## config.mk

```make
export PLATFORM = sky130hd
export DESIGN_NAME = swi_link
export DESIGN_NICKNAME = d
export VERILOG_FILES = /design/src/rtl/swi_pkg.sv /design/src/rtl/swi_bit_if.sv /design/src/rtl/swi_bit_driver.sv /design/src/rtl/swi_link.sv
export SDC_FILE = /design/constraint.sdc
export NUM_CORES = 1
export LEC_CHECK = 0
export BUFFER_PORTS_ARGS = -buffer_cell sky130_fd_sc_hd__buf_2
export CELL_PAD_IN_SITES_DETAIL_PLACEMENT = 1
export CELL_PAD_IN_SITES_GLOBAL_PLACEMENT = 2
export CORE_ASPECT_RATIO = 0.9
export CORE_MARGIN = 2
export CORE_UTILIZATION = 25
export DETAILED_ROUTE_END_ITERATION = 16
export PLACE_DENSITY = 0.78
export SLEW_MARGIN = 25
export SYNTH_ARGS = -nofsm -noshare
export SYNTH_HDL_FRONTEND = slang
export SYNTH_HIERARCHICAL = 1
export SYNTH_SLANG_ARGS = --single-unit
```

## constraint.sdc

```tcl
create_clock -name mclk_i -period 7.55 [get_ports mclk_i]
set_input_delay 0.755 -clock mclk_i [delete_from_list [all_inputs] [get_ports mclk_i]]
set_output_delay 0.755 -clock mclk_i [all_outputs]
set_load 0.03 [all_outputs]
```

## src/rtl/swi_pkg.sv

```systemverilog
// Purpose: Shared constants and types for the single-wire token link.
// Assumes: Core clock of 10 MHz (100 ns period).
// Notes:   Times are kept in their own units; cycle counts derive from them.
package swi_pkg;

  // ----------------------------------------------------------------------
  // Clock and token timing
  // ----------------------------------------------------------------------
  localparam int CLK_NS          = 100;
  localparam int WAKE_LOW_NS     = 60000;
  localparam int SLEEP_GLITCH_NS = 500;
  localparam int ACT_GLITCH_NS   = 45;
  localparam int PULSE_NS        = 6000;
  localparam int BIT_NS          = 54000;
  localparam int TURN_NS         = 60000;
  localparam int DECIDE_NS       = 25000;
  localparam int IO_IDLE_MS      = 65;
  localparam int IGNORE_MS       = 25;
  localparam int WATCHDOG_S      = 4;

  localparam int WAKE_LOW_CYC     = (WAKE_LOW_NS + CLK_NS - 1) / CLK_NS;
  localparam int SLEEP_GLITCH_CYC = (SLEEP_GLITCH_NS + CLK_NS - 1) / CLK_NS;
  localparam int ACT_GLITCH_CYC   = (ACT_GLITCH_NS + CLK_NS - 1) / CLK_NS;
  localparam int PULSE_CYC        = PULSE_NS / CLK_NS;
  localparam int BIT_CYC          = BIT_NS / CLK_NS;
  localparam int TURN_CYC         = TURN_NS / CLK_NS;
  localparam int DECIDE_CYC       = DECIDE_NS / CLK_NS;
  localparam int IO_IDLE_CYC      = IO_IDLE_MS * 1000000 / CLK_NS;
  localparam int IGNORE_CYC       = IGNORE_MS * 1000000 / CLK_NS;
  localparam longint WATCHDOG_CYC =
    longint'(WATCHDOG_S) * 1000000000 / CLK_NS;

  localparam int CNT_W = 32;

  // ----------------------------------------------------------------------
  // Flags and identity
  // ----------------------------------------------------------------------
  localparam logic [7:0] FLAG_CMD   = 8'h66;
  localparam logic [7:0] FLAG_TX    = 8'h99;
  localparam logic [7:0] FLAG_SLEEP = 8'hcc;
  localparam int         BITS_PER_FLAG = 8;

  // Arbitrary value for the mask-stored part of the maker code.
  localparam logic [15:0] MASK_MAKER_ID = 16'h5a5a;

  typedef enum logic [2:0] {
    ST_SLEEP = 3'b000,
    ST_RX    = 3'b001,
    ST_BUSY  = 3'b010,
    ST_TURN  = 3'b011,
    ST_TX    = 3'b100,
    ST_PAUSE = 3'b101
  } link_state_t;

endpackage

```

## src/rtl/swi_bit_if.sv

```systemverilog
// Purpose: Carries one outgoing bit from the link controller to the driver.
// Assumes: Both ends on mclk_i.
// Notes:   go is a one-cycle pulse; done pulses when the bit period ends.
`timescale 1ns/10ps
`default_nettype none
interface swi_bit_if;
  logic go;
  logic bit_val;
  logic done;
  modport ctrl (output go, output bit_val, input done);
  modport drv  (input go, input bit_val, output done);
endinterface
`default_nettype wire

```

## src/rtl/swi_bit_driver.sv

```systemverilog
// Purpose: Shapes one device-side bit token on the wire.
// Assumes: go only arrives while idle.
// Notes:   A one is a lone start pulse; a zero adds a high and a low pulse.
`timescale 1ns/10ps
`default_nettype none
module swi_bit_driver (
  // Clock and reset
  input  wire logic mclk_i,
  input  wire logic sys_rst_i,
  // Bit request
  swi_bit_if.drv    bit_if,
  // Wire drive
  output logic      line_low_o
);
  import swi_pkg::*;

  logic             act_r,  act_nxt;
  logic             val_r,  val_nxt;
  logic [CNT_W-1:0] t_r,    t_nxt;
  logic             low_r,  low_nxt;
  logic             done_r, done_nxt;

  // ----------------------------------------------------------------------
  // Token timing
  // ----------------------------------------------------------------------
  always_comb begin
    act_nxt  = act_r;
    val_nxt  = val_r;
    t_nxt    = t_r;
    low_nxt  = 1'b0;
    done_nxt = 1'b0;
    if (!act_r) begin
      if (bit_if.go) begin
        act_nxt = 1'b1;
        val_nxt = bit_if.bit_val;
        t_nxt   = '0;
        low_nxt = 1'b1;
      end
    end else begin
      t_nxt = t_r + 1'b1;
      if (t_nxt < CNT_W'(PULSE_CYC)) begin
        low_nxt = 1'b1;
      end else if (!val_r && t_nxt >= CNT_W'(2 * PULSE_CYC)
                   && t_nxt < CNT_W'(3 * PULSE_CYC)) begin
        low_nxt = 1'b1;
      end
      if (t_r == CNT_W'(BIT_CYC - 1)) begin
        act_nxt  = 1'b0;
        done_nxt = 1'b1;
      end
    end
  end

  always_ff @(posedge mclk_i or posedge sys_rst_i) begin
    if (sys_rst_i) begin
      act_r  <= 1'b0;
      val_r  <= 1'b0;
      t_r    <= '0;
      low_r  <= 1'b0;
      done_r <= 1'b0;
    end else begin
      act_r  <= act_nxt;
      val_r  <= val_nxt;
      t_r    <= t_nxt;
      low_r  <= low_nxt;
      done_r <= done_nxt;
    end
  end

  assign line_low_o  = low_r;
  assign bit_if.done = done_r;

endmodule
`default_nettype wire

```

## src/rtl/swi_link.sv

```systemverilog
// Purpose: Device end of the single-wire pulse-count token link.
// Assumes: The digest engine and command parser sit outside this block.
// Notes:   Bits travel least significant first; the wire is open drain.
`timescale 1ns/10ps
`default_nettype none
// Functional notes
// - One shared wire, asynchronous timing, data carried by pulse counts.
// - Eight bit tokens form a flag that sets meaning of following bits.
// - Blocks carry a byte count and checksum around the packet.
// - Digest the challenge; reply only whether it matches the response.
// - Every digest includes the 24-bit maker code, mask and fuse parts.
// - Secret fuse bits join the digest only when the command asks.
// - A low of at least 60 us wakes the sleeping device.
// - Wake-to-data delay past the IO idle limit returns to sleep.
// - Same waveforms both ways; device pulses 4.6 to 8.6 us wide.
// - System bits at least 37 us apart; idle beyond limit means sleep.
// - First device falling edge 28 to 95 us after a transmit flag.
// - While active, ignore pulses narrower than 45 ns.
// - While asleep, ignore low pulses narrower than 500 ns.
// - Watchdog forces sleep 3 to 5.7 s after each wake.
// - After a bus-ignore command, ignore the wire for about 25 ms.
// - Flags 0x66 command, 0x99 transmit, 0xcc sleep; others ignored.
// - Stay busy and ignore the wire while a command executes.
module swi_link #(
  parameter int     IO_IDLE_LIMIT = swi_pkg::IO_IDLE_CYC,
  parameter int     IGNORE_LIMIT  = swi_pkg::IGNORE_CYC,
  parameter longint WDOG_LIMIT    = swi_pkg::WATCHDOG_CYC
) (
  // Clock and reset
  input  wire logic         mclk_i,
  input  wire logic         sys_rst_i,
  // Single wire, open drain
  input  wire logic         sig_i,
  output logic              sig_o,
  output logic              sig_oe_o,
  // Received command block bytes
  output logic [7:0]        rx_data_o,
  output logic              rx_valid_o,
  output logic              cmd_end_o,
  input  wire logic         busy_i,
  input  wire logic         bus_ignore_command_i,
  // Reply bytes
  input  wire logic [7:0]   tx_data_i,
  input  wire logic         tx_valid_i,
  input  wire logic         tx_last_i,
  output logic              tx_ready_o,
  // Digest support
  input  wire logic [7:0]   fuse_maker_i,
  input  wire logic [63:0]  secret_fuses_i,
  input  wire logic         secret_req_i,
  input  wire logic [255:0] digest_i,
  input  wire logic [255:0] response_i,
  input  wire logic         compare_i,
  output logic [23:0]       maker_ident_code_o,
  output logic [63:0]       secret_word_o,
  output logic              verdict_o,
  // Power state
  output logic              asleep_o
);
  import swi_pkg::*;

  swi_bit_if bit_if ();
  logic line_low;

  swi_bit_driver u_drv (
    .mclk_i     (mclk_i),
    .sys_rst_i  (sys_rst_i),
    .bit_if     (bit_if),
    .line_low_o (line_low)
  );

  // ----------------------------------------------------------------------
  // Wire input synchroniser and glitch filter
  // ----------------------------------------------------------------------
  logic s1_r, s2_r, s3_r, filt_r, prev_r;
  logic s1_nxt, s2_nxt, s3_nxt, filt_nxt, prev_nxt;
  logic fall;

  always_comb begin
    s1_nxt   = sig_i;
    s2_nxt   = s1_r;
    s3_nxt   = s2_r;
    filt_nxt = filt_r;
    if (s2_r == s3_r) begin
      filt_nxt = s2_r;
    end
    prev_nxt = filt_r;
  end

  always_ff @(posedge mclk_i or posedge sys_rst_i) begin
    if (sys_rst_i) begin
      s1_r   <= 1'b1;
      s2_r   <= 1'b1;
      s3_r   <= 1'b1;
      filt_r <= 1'b1;
      prev_r <= 1'b1;
    end else begin
      s1_r   <= s1_nxt;
      s2_r   <= s2_nxt;
      s3_r   <= s3_nxt;
      filt_r <= filt_nxt;
      prev_r <= prev_nxt;
    end
  end

  assign fall = prev_r & ~filt_r;

  // ----------------------------------------------------------------------
  // Link state machine
  // ----------------------------------------------------------------------
  link_state_t      state_r, state_nxt;
  logic [CNT_W-1:0] cnt_r, cnt_nxt;
  logic [63:0]      wd_r, wd_nxt;
  logic [CNT_W-1:0] bt_r, bt_nxt;
  logic             inbit_r, inbit_nxt;
  logic             seen2_r, seen2_nxt;
  logic [7:0]       sh_r, sh_nxt;
  logic [3:0]       bitn_r, bitn_nxt;
  logic             cmd_r, cmd_nxt;
  logic             first_r, first_nxt;
  logic [7:0]       left_r, left_nxt;
  logic [7:0]       rxd_r, rxd_nxt;
  logic             rxv_r, rxv_nxt;
  logic             cend_r, cend_nxt;
  logic [7:0]       txb_r, txb_nxt;
  logic             txlast_r, txlast_nxt;
  logic             txact_r, txact_nxt;
  logic [3:0]       txn_r, txn_nxt;
  logic             go_r, go_nxt;
  logic [7:0]       byte_in;

  assign byte_in = {~seen2_r, sh_r[7:1]};

  always_comb begin
    state_nxt  = state_r;
    cnt_nxt    = cnt_r;
    wd_nxt     = wd_r;
    bt_nxt     = bt_r;
    inbit_nxt  = inbit_r;
    seen2_nxt  = seen2_r;
    sh_nxt     = sh_r;
    bitn_nxt   = bitn_r;
    cmd_nxt    = cmd_r;
    first_nxt  = first_r;
    left_nxt   = left_r;
    rxd_nxt    = rxd_r;
    rxv_nxt    = 1'b0;
    cend_nxt   = 1'b0;
    txb_nxt    = txb_r;
    txlast_nxt = txlast_r;
    txact_nxt  = txact_r;
    txn_nxt    = txn_r;
    go_nxt     = 1'b0;
    if (state_r != ST_SLEEP) begin
      wd_nxt = wd_r + 64'h1;
    end
    case (state_r)
      ST_SLEEP: begin
        if (!filt_r) begin
          cnt_nxt = cnt_r + 1'b1;
        end else begin
          cnt_nxt = '0;
        end
        if (!filt_r && cnt_r >= CNT_W'(SLEEP_GLITCH_CYC)
            && cnt_r == CNT_W'(WAKE_LOW_CYC - 1)) begin
          state_nxt = ST_RX;
          cnt_nxt   = '0;
          wd_nxt    = '0;
          inbit_nxt = 1'b0;
          bitn_nxt  = '0;
          cmd_nxt   = 1'b0;
        end
      end
      ST_RX: begin
        cnt_nxt = fall ? '0 : cnt_r + 1'b1;
        if (cnt_r == CNT_W'(IO_IDLE_LIMIT - 1) && !inbit_r) begin
          state_nxt = ST_SLEEP;
          cnt_nxt   = '0;
        end
        if (!inbit_r) begin
          if (fall) begin
            inbit_nxt = 1'b1;
            bt_nxt    = '0;
            seen2_nxt = 1'b0;
          end
        end else begin
          bt_nxt = bt_r + 1'b1;
          if (fall) begin
            seen2_nxt = 1'b1;
          end
          if (bt_r == CNT_W'(DECIDE_CYC)) begin
            inbit_nxt = 1'b0;
            sh_nxt    = byte_in;
            bitn_nxt  = bitn_r + 1'b1;
            if (bitn_r == 4'(BITS_PER_FLAG - 1)) begin
              bitn_nxt = '0;
              if (cmd_r) begin
                rxd_nxt   = byte_in;
                rxv_nxt   = 1'b1;
                first_nxt = 1'b0;
                left_nxt  = first_r ? byte_in - 8'h1 : left_r - 8'h1;
                if ((first_r && byte_in <= 8'h1)
                    || (!first_r && left_r == 8'h1)) begin
                  cend_nxt  = 1'b1;
                  cmd_nxt   = 1'b0;
                  state_nxt = ST_BUSY;
                end
              end else begin
                case (byte_in)
                  FLAG_CMD: begin
                    cmd_nxt   = 1'b1;
                    first_nxt = 1'b1;
                  end
                  FLAG_TX: begin
                    state_nxt = ST_TURN;
                    cnt_nxt   = '0;
                  end
                  FLAG_SLEEP: begin
                    state_nxt = ST_SLEEP;
                    cnt_nxt   = '0;
                  end
                  default: begin
                    cmd_nxt = 1'b0;
                  end
                endcase
              end
            end
          end
        end
      end
      ST_BUSY: begin
        if (!busy_i && !cend_r) begin
          state_nxt = ST_RX;
          cnt_nxt   = '0;
          inbit_nxt = 1'b0;
        end
      end
      ST_TURN: begin
        cnt_nxt = cnt_r + 1'b1;
        if (cnt_r == CNT_W'(TURN_CYC - 1)) begin
          state_nxt = ST_TX;
          txact_nxt = 1'b0;
        end
      end
      ST_TX: begin
        if (!txact_r) begin
          if (tx_valid_i) begin
            txb_nxt    = tx_data_i;
            txlast_nxt = tx_last_i;
            txact_nxt  = 1'b1;
            txn_nxt    = '0;
            go_nxt     = 1'b1;
          end
        end else if (bit_if.done) begin
          txb_nxt = {1'b0, txb_r[7:1]};
          txn_nxt = txn_r + 1'b1;
          if (txn_r == 4'(BITS_PER_FLAG - 1)) begin
            txact_nxt = 1'b0;
            if (txlast_r) begin
              state_nxt = ST_RX;
              cnt_nxt   = '0;
              inbit_nxt = 1'b0;
              bitn_nxt  = '0;
            end
          end else begin
            go_nxt = 1'b1;
          end
        end
      end
      ST_PAUSE: begin
        cnt_nxt = cnt_r + 1'b1;
        if (cnt_r == CNT_W'(IGNORE_LIMIT - 1)) begin
          state_nxt = ST_RX;
          cnt_nxt   = '0;
          inbit_nxt = 1'b0;
          bitn_nxt  = '0;
        end
      end
      default: begin
        state_nxt = ST_SLEEP;
      end
    endcase
    if (bus_ignore_command_i && state_r != ST_SLEEP) begin
      state_nxt = ST_PAUSE;
      cnt_nxt   = '0;
    end
    if (state_r != ST_SLEEP && wd_r == 64'(WDOG_LIMIT - 1)) begin
      state_nxt = ST_SLEEP;
      cnt_nxt   = '0;
      go_nxt    = 1'b0;
    end
  end

  always_ff @(posedge mclk_i or posedge sys_rst_i) begin
    if (sys_rst_i) begin
      state_r  <= ST_SLEEP;
      cnt_r    <= '0;
      wd_r     <= '0;
      bt_r     <= '0;
      inbit_r  <= 1'b0;
      seen2_r  <= 1'b0;
      sh_r     <= '0;
      bitn_r   <= '0;
      cmd_r    <= 1'b0;
      first_r  <= 1'b0;
      left_r   <= '0;
      rxd_r    <= '0;
      rxv_r    <= 1'b0;
      cend_r   <= 1'b0;
      txb_r    <= '0;
      txlast_r <= 1'b0;
      txact_r  <= 1'b0;
      txn_r    <= '0;
      go_r     <= 1'b0;
    end else begin
      state_r  <= state_nxt;
      cnt_r    <= cnt_nxt;
      wd_r     <= wd_nxt;
      bt_r     <= bt_nxt;
      inbit_r  <= inbit_nxt;
      seen2_r  <= seen2_nxt;
      sh_r     <= sh_nxt;
      bitn_r   <= bitn_nxt;
      cmd_r    <= cmd_nxt;
      first_r  <= first_nxt;
      left_r   <= left_nxt;
      rxd_r    <= rxd_nxt;
      rxv_r    <= rxv_nxt;
      cend_r   <= cend_nxt;
      txb_r    <= txb_nxt;
      txlast_r <= txlast_nxt;
      txact_r  <= txact_nxt;
      txn_r    <= txn_nxt;
      go_r     <= go_nxt;
    end
  end

  assign bit_if.go      = go_r;
  assign bit_if.bit_val = txb_r[0];

  // ----------------------------------------------------------------------
  // Digest support registers
  // ----------------------------------------------------------------------
  logic [23:0] maker_r, maker_nxt;
  logic [63:0] secret_r, secret_nxt;
  logic        verdict_r, verdict_nxt;

  always_comb begin
    maker_nxt   = {MASK_MAKER_ID, fuse_maker_i};
    secret_nxt  = secret_req_i ? secret_fuses_i : 64'h0;
    verdict_nxt = compare_i ? (digest_i == response_i) : verdict_r;
  end

  always_ff @(posedge mclk_i or posedge sys_rst_i) begin
    if (sys_rst_i) begin
      maker_r   <= '0;
      secret_r  <= '0;
      verdict_r <= 1'b0;
    end else begin
      maker_r   <= maker_nxt;
      secret_r  <= secret_nxt;
      verdict_r <= verdict_nxt;
    end
  end

  // Open drain: the wire is only ever pulled low, never driven high.
  // single shared wire
  assign sig_o              = 1'b0;
  assign sig_oe_o           = line_low && (state_r != ST_SLEEP);
  assign rx_data_o          = rxd_r;
  assign rx_valid_o         = rxv_r;
  assign cmd_end_o          = cend_r;
  assign tx_ready_o         = (state_r == ST_TX) && !txact_r;
  assign maker_ident_code_o = maker_r;
  assign secret_word_o      = secret_r;
  assign verdict_o          = verdict_r;
  assign asleep_o           = (state_r == ST_SLEEP);

endmodule
`default_nettype wire

```

==> results.json <==
{
  "status": "completed",
  "arrival_ps": 4120,
  "comb_power_share_pct": 24.0,
  "core_area_mm2": 0.07156,
  "max_slew.worst_pin.slew_ps": 1042,
  "grt_pass1_vias": 19750,
  "dpl_cell_area_mm2": 0.02247,
  "synth_top_family_by_area": "simple AND/OR/NAND/NOR gates",
  "dp_slack_ps": 3857,
  "criticalPathCategory": "reg -> reg",
  "cts_resized": 0,
  "clkPwrFrac_pct": 39.1,
  "avgRoutedWirePerCell_um": 28.72,
  "cp-end-kind": "register",
  "max_freq_mhz": 271.2,
  "synth_top_area_share_pct": 39.95,
  "p_leak_nw": 11.50,
  "place_congestion": 0.9757,
  "holdCritPathClass": "in -> reg",
  "drc": 0,
  "routed_wl_mm": 106.5,
  "cts_tree": "yes",
  "clock_path_buffers": 3,
  "peakVddDrop_mv": 0.1397,
  "fp-row-count": 93,
  "power.switching_mw": 1.651,
  "cp_max_fo": 21,
  "portBuffers": 694,
  "cts_root_buf": "clkbuf_16",
  "antenna_left": 0,
  "grt_first_pass_wirelength_mm": 147.9,
  "multi_input_area_mm2": 0.009767,
  "r2r_start": "state_r[2]$_DFFE_PP0P_",
  "grt_antenna_before_repair": 90,
  "die_h_um": 259.3,
  "slew_headroom_pct": 29.88,
  "yosysMostFrequentCell": "dfrtp_1",
  "post_cts_buffers": 0,
  "synth.yosys.seq_area_share_pct": 40.68,
  "die_x_um": 287.6,
  "r2r-end": "cnt_r[27]$_DFFE_PP0P_",
  "drv_slew": 0,
  "fillers": 8563,
  "syn_area_mm2": 0.01810,
  "dieArea_mm2": 0.07458,
  "whs_ps": 304.4,
  "start_kind": "register",
  "clock_skew_ps": 26.91,
  "cts.sinks": 294,
  "utilization_pct": 33.35,
  "drtPass1Iterations": 6,
  "netlist-cell-type-count": 86,
  "setup_ws_ps": 3863,
  "initial_core_util_pct": 25.29,
  "netlist_top_cells_count": "289 x dfrtp_1, 154 x inv_1, 153 x nor2_1",
  "cap_violations": 0,
  "numCtsBuffers": 38,
  "syn_inst": 2034,
  "reg2reg_depth": 8,
  "finalSetupViolCount": 0,
  "vias_per_cell": 5.101,
  "clkSlewWorstSetupHoldPaths_ps": 60,
  "p_int_mw": 3.309,
  "hold_buffers": 0,
  "syn_avg_cell_area_um2": 8.899,
  "yosys.area.top_type": "dfrtp_1",
  "synthFlopType": "dfrtp_1",
  "p_sw_share_pct": 33.29,
  "yosysWarnings": 6,
  "synth_seq_cells": 294,
  "yosys-mux-area-fraction_pct": 1.846,
  "synthAdderAreaFrac_pct": 0.9539,
  "required_ps": 7980,
  "r2r_setup_slack_ps": 3860,
  "drive_above_1_share_pct": 30.03,
  "hp-start": "fuse_maker_i[0]",
  "overflow": 0,
  "whs_endpoint": "maker_ident_code_o[0]$_DFF_PP0_",
  "synth_area_leaders": "dfrtp_1 40%, xor2_1 5.9%, xnor2_1 5.1%",
  "fin_nets": 3307,
  "drt-initial-drc-count": 1221,
  "p_seq_share_pct": 36.9,
  "design_area_mm2": 0.02387,
  "synth-simple-area-share_pct": 25.40,
  "synth_edf_count": 0,
  "clock_latency_ps": 560,
  "synth_compound_area_share_pct": 14.40,
  "track_usage_pct": 27.95,
  "synthToLayoutAreaGrowth_pct": 31.87,
  "hold_violations": 0,
  "regArea_mm2": 0.007363,
  "yosys.area_share.xor_xnor_pct": 10.98,
  "vias": 18910,
  "grt_setup_unrepaired": "no",
  "hold_depth": 1,
  "async_flop_share_pct": 100.0,
  "num_io_pins": 704,
  "tns_ps": 0,
  "hpwl_mm": 91.01,
  "min_period_ps": 3687,
  "powerDensity_mw_per_mm2": 207.8,
  "h-tree-depth": 2,
  "period_share_pct": 48.83,
  "grt_start_max_net_pins": 151
}
[kinds of logic after synthesis]
kind of cell	Yosys count
DFF	294
AOI/OAI and AO/OA	385
adders and majority gates	14
xor gates and xnor gates	227
and+or+nand+nor	832
muxes	32
buffers and inverters	248
other	2
[final cells by class]
class | instances | share of cell area (%)
Multi-Input combinational cell | 1500 | 40.92
Sequential cell | 294 | 30.85
Timing Repair Buffer | 705 | 14.97
Tap cell | 950 | 4.980
Clock buffer | 56 | 4.692
Inverter | 154 | 2.437
Clock inverter | 12 | 0.7810
Antenna cell | 36 | 0.3774
[how the worst max path moves through the flow]
stage                             to  slack (ps)  cells after the start                    from
2_1_floorplan    bit_if.go$_DFF_PP0_        3400                      1               sys_rst_i
3_3_place_gp   cnt_r[31]$_DFFE_PP0P_        4060                      8  state_r[2]$_DFFE_PP0P_
3_5_place_dp   cnt_r[27]$_DFFE_PP0P_        3860                      8  state_r[2]$_DFFE_PP0P_
4_1_cts        cnt_r[27]$_DFFE_PP0P_        3840                      8  state_r[2]$_DFFE_PP0P_
5_1_grt        cnt_r[27]$_DFFE_PP0P_        3590                      8  state_r[2]$_DFFE_PP0P_
6_report       cnt_r[27]$_DFFE_PP0P_        3860                      8  state_r[2]$_DFFE_PP0P_
[power groups by stage]
stage	Sequential (mW)	Clock, mW	Combinational [mW]
2_1_floorplan	1.81	0	0.712
3_3_place_gp	1.85	0	1.16
3_5_place_dp	1.86	0	1.19
4_1_cts	1.83	1.99	1.19
5_1_grt	1.85	2.06	1.30
6_report	1.83	1.94	1.19
[worst max-delay path, stage by stage (launching register included)]
cell	delay [ps]
dfrtp_1	540
or3_1	650
inv_1	390
nor3_1	190
a22o_1	280
a211oi_2	230
buf_4	320
nand2b_1	430
o41ai_1	550
[flip-flops by register name (all words and copies together) (netlist names), 3 cells and up]
signal / cells
bitn_r: 4
bt_r: 32
cnt_r: 32
left_r: 8
maker_ident_code_o: 9
rx_data_o: 8
secret_word_o: 64
sh_r: 7
state_r: 3
txb_r: 8
txn_r: 4
u_drv/t_r: 32
wd_r: 64
[cell usage in the layout, fill, tap and decap left out, types with 85 or more instances in the layout]
cell,instances
dfrtp_1,289
nand3_1,89
nand4_1,85
xnor2_1,105
nand2_1,142
inv_1,153
and2_1,85
xor2_1,122
nor2_1,152
buf_2,694
o21ai_0,104
[stage by stage]
step,total power [mW],std cells
4_1_cts,5.013,3671
6_report,4.961,3707
3_3_place_gp,3.002,3603
2_1_floorplan,2.523,2042
3_5_place_dp,3.044,3603
5_1_grt,5.212,3692
[layer usage]
layer,track usage [%],up-vias,wire (um),part of all wire [%]
met5,0,-,161,0.15
met4,11.83,22,4212,4.0
met3,6.467,192,6464,6.1
met2,46.05,626,51220,48
met1,34.99,9480,44420,42
li1,-,8588,-,-
Note: power is estimated with default switching activity, not from simulation.
